--- config.mk ---
export PLATFORM = sky130hd
export DESIGN_NAME = scpc_top
export DESIGN_NICKNAME = d
export VERILOG_FILES = /design/src/rtl/scpc_pkg.sv /design/src/rtl/scpc_step_detect.sv /design/src/rtl/scpc_top.sv
export SDC_FILE = /design/constraint.sdc
export NUM_CORES = 1
export LEC_CHECK = 0
export BUFFER_PORTS_ARGS = -buffer_cell sky130_fd_sc_hd__clkbuf_2
export CAP_MARGIN = 20
export CORE_UTILIZATION = 50
export CTS_CLUSTER_SIZE = 25
export DETAILED_ROUTE_END_ITERATION = 7
export MAX_ROUTING_LAYER = met4
export PLACE_DENSITY = 0.77
export SYNTH_ARGS = -nofsm -noshare
export SYNTH_HDL_FRONTEND = slang
export SYNTH_HIERARCHICAL = 1
export SYNTH_SLANG_ARGS = --single-unit
--- constraint.sdc ---
create_clock -name sys_clk -period 7.32 [get_ports sys_clk]
set_clock_uncertainty 0.2 [all_clocks]
set_input_delay 0 -clock sys_clk [delete_from_list [all_inputs] [get_ports sys_clk]]
set_output_delay 0 -clock sys_clk [all_outputs]
set_load 0.02 [all_outputs]
--- src/rtl/scpc_pkg.sv ---
// package: constants and types for the sync clock pin control block
package scpc_pkg;

  // three-level pin encoding as seen by the level sense front end
  typedef enum logic [1:0] {
    SCPC_LVL_LOW   = 2'b00,
    SCPC_LVL_FLOAT = 2'b01,
    SCPC_LVL_HIGH  = 2'b10
  } scpc_level_t;

  // start-up modes chosen by the startup mode pin
  typedef enum logic [1:0] {
    SCPC_MODE_EE_I2C  = 2'b00,
    SCPC_MODE_EE_SPI  = 2'b01,
    SCPC_MODE_ROM_I2C = 2'b10
  } scpc_mode_t;

  // dpll reference choice
  typedef enum logic [1:0] {
    SCPC_REF_PRIMARY   = 2'b00,
    SCPC_REF_AUTO      = 2'b01,
    SCPC_REF_SECONDARY = 2'b10
  } scpc_ref_t;

  // power-on sequencer states
  typedef enum logic [1:0] {
    SCPC_ST_DOWN   = 2'b00,
    SCPC_ST_SAMPLE = 2'b01,
    SCPC_ST_RUN    = 2'b10
  } scpc_state_t;

  localparam int          SCPC_NUM_W          = 40;
  localparam logic [4:0]  SCPC_ADDR_UPPER_RST = 5'h19;
  localparam logic [1:0]  SCPC_ADDR_LSB_ROM   = 2'h0;
  localparam logic [2:0]  SCPC_PAGE_RST       = 3'h0;
  localparam logic [1:0]  SCPC_ADDR_LSB_RST   = 2'h0;
  localparam int          SCPC_ADDR_LSB_POS   = 0;
  localparam int          SCPC_ADDR_UPPER_POS = 2;
  localparam int          SCPC_STEP_SYNC_LAT  = 3;

endpackage

--- src/rtl/scpc_step_detect.sv ---
// module: two-stage synchroniser with rising-edge pulse for a step pin
`timescale 1ns/10ps
module scpc_step_detect (
  input  wire logic sys_clk,
  input  wire logic srst,
  input  wire logic pin_in,
  output logic      rise_pulse
);

  logic meta_q;
  logic sync_q;
  logic prev_q;

  // meta_q feeds sync_q only
  always_ff @(posedge sys_clk) begin
    if (srst) begin
      meta_q <= 1'b0;
      sync_q <= 1'b0;
    end else begin
      meta_q <= pin_in;
      sync_q <= meta_q;
    end
  end

  always_ff @(posedge sys_clk) begin
    if (srst) begin
      prev_q <= 1'b0;
    end else begin
      prev_q <= sync_q;
    end
  end

  // one pulse per rising edge, whatever the high time
  assign rise_pulse = sync_q & ~prev_q;

endmodule

--- src/rtl/scpc_top.sv ---
// module: pin-level control of a network clock synchroniser
`timescale 1ns/10ps
//
// Behaviour
// - sample startup mode pin at power-on reset
// - eeprom i2c: address lsbs from select pin
// - step-up pulse adds step to numerator
// - step-down pulse subtracts step from numerator
// - reference pin picks dpll input when hardware-controlled
// - reference pin ignored for auto or software
// - status outputs programmable, open-drain or push-pull
// - rom mode: page pins sampled at reset
// - rom mode: page bit2 becomes step-up after reset
// - rom mode: status b becomes step-down after reset
// - rom i2c mode forces address lsbs zero
// - spi mode: select pin chip select, step-up data out
module scpc_top #(
  parameter int NUM_W = scpc_pkg::SCPC_NUM_W
) (
  input  wire logic                  sys_clk,
  input  wire logic                  srst,
  input  wire logic                  pdn_n,
  input  wire logic [1:0]            startup_mode_pin,
  input  wire logic [1:0]            addr_select_pin,
  input  wire logic                  page_bit0_pin,
  input  wire logic                  page_bit1_pin,
  input  wire logic                  page_bit2_pin,
  input  wire logic [1:0]            ref_choice_pin,
  input  wire logic                  status_b_in,
  input  wire logic                  dco_mode_en,
  input  wire logic                  pin_ctrl_en,
  input  wire logic                  manual_sel_en,
  input  wire logic                  hw_ref_ctrl_en,
  input  wire logic [1:0]            sw_ref_sel,
  input  wire logic [NUM_W-1:0]      freq_step_amount,
  input  wire logic [NUM_W-1:0]      num_init,
  input  wire logic [4:0]            addr_upper,
  input  wire logic                  status_a_func,
  input  wire logic                  status_b_func,
  input  wire logic                  status_a_od,
  input  wire logic                  status_b_od,
  input  wire logic                  spi_sdo_data,
  input  wire logic                  spi_sdo_en,
  output logic [NUM_W-1:0]           dco_num_q,
  output scpc_pkg::scpc_mode_t       mode_q,
  output logic [2:0]                 rom_page_q,
  output logic [6:0]                 target_address_field_q,
  output scpc_pkg::scpc_ref_t        ref_sel_q,
  output logic                       spi_cs_n_q,
  output logic                       page_bit2_out_q,
  output logic                       page_bit2_oe_q,
  output logic                       status_out_a_q,
  output logic                       status_out_a_oe_q,
  output logic                       status_out_b_q,
  output logic                       status_out_b_oe_q,
  output logic                       running_q
);

  // ******************************
  // pin synchronisers
  // ******************************
  logic [10:0] pin_meta_q;
  logic [10:0] pin_sync_q;
  logic [10:0] pin_raw;

  assign pin_raw = {pdn_n, startup_mode_pin, addr_select_pin, page_bit0_pin, page_bit1_pin,
                    ref_choice_pin, 2'b00};

  always_ff @(posedge sys_clk) begin
    if (srst) begin
      pin_meta_q <= '0;
      pin_sync_q <= '0;
    end else begin
      pin_meta_q <= pin_raw;
      pin_sync_q <= pin_meta_q;
    end
  end

  logic       pdn_s;
  logic [1:0] mode_s;
  logic [1:0] addr_s;
  logic [1:0] ref_s;
  logic       pg0_s;
  logic       pg1_s;

  assign pdn_s  = pin_sync_q[10];
  assign mode_s = pin_sync_q[9:8];
  assign addr_s = pin_sync_q[7:6];
  assign pg0_s  = pin_sync_q[5];
  assign pg1_s  = pin_sync_q[4];
  assign ref_s  = pin_sync_q[3:2];

  // page bit2 is also the step-up pin, status b the step-down pin
  logic pg2_meta_q;
  logic pg2_s_q;

  always_ff @(posedge sys_clk) begin
    if (srst) begin
      pg2_meta_q <= 1'b0;
      pg2_s_q    <= 1'b0;
    end else begin
      pg2_meta_q <= page_bit2_pin;
      pg2_s_q    <= pg2_meta_q;
    end
  end

  // ******************************
  // power-on sequencer
  // ******************************
  scpc_pkg::scpc_state_t st_q;

  always_ff @(posedge sys_clk) begin
    if (srst) begin
      st_q <= scpc_pkg::SCPC_ST_DOWN;
    end else begin
      case (st_q)
        scpc_pkg::SCPC_ST_DOWN: begin
          if (pdn_s) begin
            st_q <= scpc_pkg::SCPC_ST_SAMPLE;
          end
        end
        scpc_pkg::SCPC_ST_SAMPLE: begin
          st_q <= scpc_pkg::SCPC_ST_RUN;
        end
        scpc_pkg::SCPC_ST_RUN: begin
          if (!pdn_s) begin
            st_q <= scpc_pkg::SCPC_ST_DOWN;
          end
        end
        default: begin
          st_q <= scpc_pkg::SCPC_ST_DOWN;
        end
      endcase
    end
  end

  logic sample_now;
  assign sample_now = (st_q == scpc_pkg::SCPC_ST_SAMPLE);

  function automatic scpc_pkg::scpc_mode_t lvl_to_mode(input logic [1:0] lvl);
    case (lvl)
      scpc_pkg::SCPC_LVL_LOW:   lvl_to_mode = scpc_pkg::SCPC_MODE_EE_I2C;
      scpc_pkg::SCPC_LVL_FLOAT: lvl_to_mode = scpc_pkg::SCPC_MODE_EE_SPI;
      default:                  lvl_to_mode = scpc_pkg::SCPC_MODE_ROM_I2C;
    endcase
  endfunction

  // ******************************
  // start-up straps
  // ******************************
  always_ff @(posedge sys_clk) begin
    if (srst) begin
      mode_q                 <= scpc_pkg::SCPC_MODE_EE_I2C;
      rom_page_q             <= scpc_pkg::SCPC_PAGE_RST;
      target_address_field_q <= {scpc_pkg::SCPC_ADDR_UPPER_RST, scpc_pkg::SCPC_ADDR_LSB_RST};
    end else if (sample_now) begin
      mode_q <= lvl_to_mode(mode_s);
      if (lvl_to_mode(mode_s) == scpc_pkg::SCPC_MODE_ROM_I2C) begin
        rom_page_q             <= {pg2_s_q, pg1_s, pg0_s};
        target_address_field_q <= {addr_upper, scpc_pkg::SCPC_ADDR_LSB_ROM};
      end else begin
        // float code 01 and high code 10 map straight onto the lsbs
        target_address_field_q <= {addr_upper, addr_s};
      end
    end
  end

  always_ff @(posedge sys_clk) begin
    if (srst) begin
      running_q <= 1'b0;
    end else begin
      running_q <= (st_q == scpc_pkg::SCPC_ST_RUN);
    end
  end

  // ******************************
  // dco numerator stepping
  // ******************************
  logic up_pulse;
  logic dn_pulse;
  logic in_run;
  logic step_ok;

  assign in_run = (st_q == scpc_pkg::SCPC_ST_RUN);

  scpc_step_detect u_up (
    .sys_clk    (sys_clk),
    .srst       (srst),
    .pin_in     (page_bit2_pin),
    .rise_pulse (up_pulse)
  );

  // status b reads back as input only while its driver is off
  scpc_step_detect u_dn (
    .sys_clk    (sys_clk),
    .srst       (srst),
    .pin_in     (status_b_in),
    .rise_pulse (dn_pulse)
  );

  // spi mode owns page bit2 as data out, so stepping is off there
  assign step_ok = in_run && dco_mode_en && pin_ctrl_en &&
                   (mode_q != scpc_pkg::SCPC_MODE_EE_SPI);

  always_ff @(posedge sys_clk) begin
    if (srst || !in_run) begin
      dco_num_q <= num_init;
    end else if (step_ok && up_pulse && !dn_pulse) begin
      dco_num_q <= dco_num_q + freq_step_amount;
    end else if (step_ok && dn_pulse && !up_pulse) begin
      dco_num_q <= dco_num_q - freq_step_amount;
    end
  end

  // ******************************
  // reference selection
  // ******************************
  always_ff @(posedge sys_clk) begin
    if (srst) begin
      ref_sel_q <= scpc_pkg::SCPC_REF_PRIMARY;
    end else if (manual_sel_en && hw_ref_ctrl_en) begin
      case (ref_s)
        scpc_pkg::SCPC_LVL_LOW:   ref_sel_q <= scpc_pkg::SCPC_REF_PRIMARY;
        scpc_pkg::SCPC_LVL_FLOAT: ref_sel_q <= scpc_pkg::SCPC_REF_AUTO;
        default:                  ref_sel_q <= scpc_pkg::SCPC_REF_SECONDARY;
      endcase
    end else if (!manual_sel_en) begin
      ref_sel_q <= scpc_pkg::SCPC_REF_AUTO;
    end else begin
      ref_sel_q <= scpc_pkg::scpc_ref_t'(sw_ref_sel);
    end
  end

  // ******************************
  // pin reassignment and status drivers
  // ******************************
  logic spi_mode;
  assign spi_mode = in_run && (mode_q == scpc_pkg::SCPC_MODE_EE_SPI);

  always_ff @(posedge sys_clk) begin
    if (srst) begin
      spi_cs_n_q      <= 1'b1;
      page_bit2_out_q <= 1'b0;
      page_bit2_oe_q  <= 1'b0;
    end else begin
      spi_cs_n_q      <= spi_mode ? addr_s[0] : 1'b1;
      page_bit2_out_q <= spi_mode & spi_sdo_data;
      page_bit2_oe_q  <= spi_mode & spi_sdo_en;
    end
  end

  // status pins stay undriven until running so straps can be sensed
  always_ff @(posedge sys_clk) begin
    if (srst || !in_run) begin
      status_out_a_q    <= 1'b0;
      status_out_a_oe_q <= 1'b0;
      status_out_b_q    <= 1'b0;
      status_out_b_oe_q <= 1'b0;
    end else begin
      status_out_a_q    <= status_a_func;
      status_out_a_oe_q <= status_a_od ? ~status_a_func : 1'b1;
      // status b turns into the step-down input when dco mode and pin control are both on
      status_out_b_q    <= status_b_func;
      status_out_b_oe_q <= (dco_mode_en && pin_ctrl_en) ? 1'b0 :
                           (status_b_od ? ~status_b_func : 1'b1);
    end
  end

endmodule

==> flow_summary.json <==
{
  "min_period_ns": 4.901,
  "io_buffers": 171,
  "critPathMaxStageDelay_ns": 0.80,
  "critPathLaunch": "st_q[1]",
  "worst-path-max-fanout": 27,
  "hold_start": "dco_mode_en",
  "routedWlPerCell_um": 15.75,
  "synth.cell_area_um2": 6191,
  "synth_nets": 876,
  "dr_total_vias": 6167,
  "fillers": 970,
  "overflow": 0,
  "cts_buffers": 9,
  "worst-path-stages": 14,
  "cp_cell_sequence": "nor2b_1 > nand4_1 > or3b_2 > nand2_1 > o21ai_0 > fa_1 > a211oi_1 > o21ai_0 > a211oi_1 > o31ai_1 > a211oi_1 > o21ai_1 > xnor2_1 > o21ai_0",
  "cts_max_path_buffers": 2,
  "io_pins": 172,
  "grt_max_degree": 73,
  "maxCapViolations": 0,
  "design_area_um2": 8165,
  "final_nets": 1095,
  "grt_usage_pct": 29.10,
  "cp-start-kind": "flop",
  "synthCells": 724,
  "final_layout_size_suffix_gt1_share_pct": 21.52,
  "ys_ff_latch": 90,
  "seq_area_frac_synth_pct": 35.57,
  "fin_setup_tns_ns": 0,
  "ys.flop_type": "dfxtp_1",
  "clk_pin_slew_worst_paths_ns": 0.07,
  "rows": 40,
  "cts_max_level": 3,
  "area_growth_pct": 31.89,
  "dieArea_um2": 12830,
  "r2r_end": "dco_num_q[24]",
  "drc_errors": 0,
  "pre_cts_ws_ns": 2.410,
  "start_util_pct": 51.33,
  "p_leak_nw": 3.625,
  "drv_slew": 0,
  "async_reset_ff_share_pct": 0,
  "grt_pass1_wl_mm": 28.65,
  "ant_nets": 0,
  "grt_antenna_before_repair": 0,
  "relSlewSlack_pct": 33.75,
  "cts_tree": "yes",
  "cts.sinks": 90,
  "ys_types": 59,
  "hold_violations": 0,
  "cp.required_ns": 7.20,
  "die-width_um": 113.3,
  "r2r-start": "st_q[1]",
  "rsz0062_at_grt": "false",
  "crit_type": "flop to flop",
  "ys_warn_count": 6,
  "fp.coreArea_um2": 12060,
  "rrSetupSlack_ns": 2.42,
  "wl_mm": 17.58,
  "place_hpwl_mm": 12.10,
  "finalWorstSetupSlack_ns": 2.419,
  "die_h_um": 113.3,
  "cts-root-buf": "clkbuf_16",
  "reg2reg_depth": 14,
  "p_per_area_nw_per_um2": 174.9,
  "drt_first_iter_violations": 547,
  "fin_crit_sh_pct": 66.95,
  "diodes": 0,
  "status": "finished clean",
  "whs_path_depth": 3,
  "fmax_mhz": 204.1,
  "crit_family": "compound AO/OA/AOI/OAI gates",
  "endpoint_kind": "flop",
  "synth_edf_count": 40,
  "clock_latency_ns": 0.35,
  "hold_end": "dco_num_q[36]",
  "worst_slew_pin_slew_ns": 0.9926,
  "firstDrtPassIters": 5,
  "hold_ws_ns": 0.09952,
  "crit_buf_inv": 0,
  "postSynthAreaPerCell_um2": 8.551,
  "vdd_ir_drop_max_mv": 0.1626,
  "hold_class": "primary input to flop",
  "dpl_cell_area_um2": 7162,
  "cts_setup_buffers": 0,
  "setup_viol": 0,
  "crit_arrival_ns": 4.78,
  "grt_pass1_vias": 6021,
  "globalplace.congestion": 0.9153,
  "vias_per_cell": 5.526,
  "slowest_stage": "or3b_2"
}
routing by layer:
metal / global-route usage, % / share of wire, % / wire (um) / vias to the layer above
li1: - / - / - / 3061
met1: 35.96 / 45 / 7916 / 2864
met2: 47.73 / 48 / 8498 / 204
met3: 4.178 / 4.1 / 725 / 38
met4: 12.11 / 2.5 / 438 / 0
met5: - / 0 / 0 / -
worst max path at each step:
stage                     slack, ns            end
after CTS                      2.43  dco_num_q[24]
after global routing           1.98  dco_num_q[38]
final                          2.42  dco_num_q[24]
after global placement         2.57  dco_num_q[24]
after floorplan                3.03  dco_num_q[24]
after detailed placement       2.41  dco_num_q[24]
cells in the mapped netlist (all sizes together), types with 4 or more instances:
library cell  number  area share (%)
a211oi             7            0.85
a21o              21             2.5
a21oi             65             5.3
and2               4            0.40
and3               4            0.40
clkbuf            32             1.9
dfxtp             50              16
edfxtp            40              19
ha                41             8.3
inv               18             1.1
nand2             89             5.4
nand2b             7            0.71
nand3             10            0.81
nand3b             9             1.1
nand4             12             1.2
nor2              38             2.3
nor2b             32             3.3
nor3              15             1.2
o211ai             8            0.97
o21a               4            0.49
o21ai             63             5.1
o21bai             8            0.97
o31ai             11             1.3
o41ai              4            0.57
or3               12             1.3
or4                6            0.79
xnor2             42             6.1
xor2              28             4.0
tightest hold or removal path: stages:
cell and delay, ns:
clkbuf_2 0.10, nand4_1 0.19, o21ai_4 0.16
power breakdown:
| group | leakage (nW) | total [W] | internal (W) | switching (W) |
|---|---|---|---|---|
| logic | 2.64 | 0.000378 | 0.000169 | 0.000210 |
| clock network | 0.158 | 0.000487 | 0.000269 | 0.000218 |
| registers | 0.832 | 0.000563 | 0.000548 | 0.0000143 |
| total | 3.63 | 0.00143 | 0.000986 | 0.000442 |
through the flow:
stage               utilization, %  total power, W  instances
floorplan                        -       0.0008087        724
global placement             59.38       0.0009136       1031
detailed placement           59.38       0.0009141       1031
CTS                          67.70        0.001427       1116
global route                 67.70        0.001496       1116
finish                       67.70        0.001428       1116
sequential cells by signal (all words and copies together), names as in the netlist, 2 cells and up:
register / cells
st_q: 2
ref_sel_q: 2
pin_sync_q: 9
dco_num_q: 40
pin_meta_q: 9
rom_page_q: 3
mode_q: 2
target_address_field_q: 7
kinds of logic (layout without fill, tap and decap cells):
kind of cell | after synthesis | count (layout) | share of synthesized area [%]
AOI/OAI and AO/OA | 213 | 213 | 21.10
xor gates and xnor gates | 70 | 70 | 10.02
adders and majority gates | 42 | 42 | 8.610
buffers and inverters | 52 | 276 | 3.173
DFF | 90 | 90 | 35.57
muxes | 6 | 6 | 1.031
and+or+nand+nor | 251 | 251 | 20.49
placed cells by master (no fill, tap or decap), types with 6 or more instances in the layout:
cell type,n
o21bai_1,8
or3_1,11
nor2_1,38
a21oi_1,65
xnor2_1,41
nand3_1,10
nand3b_1,9
o31ai_1,11
o21ai_1,9
dfxtp_1,50
ha_1,41
xor2_1,28
nand2_1,89
edfxtp_1,40
clkbuf_2,171
nand2b_1,6
a21o_1,21
o21ai_0,53
nor3_1,15
dlygate4sd3_1,69
nand4_1,12
a211oi_1,7
nor2b_1,30
clkbuf_16,10
inv_1,18
o211ai_1,8
layout make-up:
type | instances | area [um^2] | area share [%]
multi-input combinational | 582 | 3811 | 46.67
sequential | 90 | 2202 | 26.97
timing repair buffer | 242 | 1562 | 19.12
clock buffer | 11 | 264.0 | 3.233
tap | 168 | 210.2 | 2.574
inverter | 18 | 67.56 | 0.8275
clock inverter | 5 | 48.80 | 0.5976
what timing repair did:
action / 4_1_cts / 5_1_grt
endpoints found under the setup margin: 0 / 0
resized for setup: 0 / 0
hold buffers: 69 / 0
endpoints found under the hold margin: 65 / 0
Power figures use the tool's default switching activity.
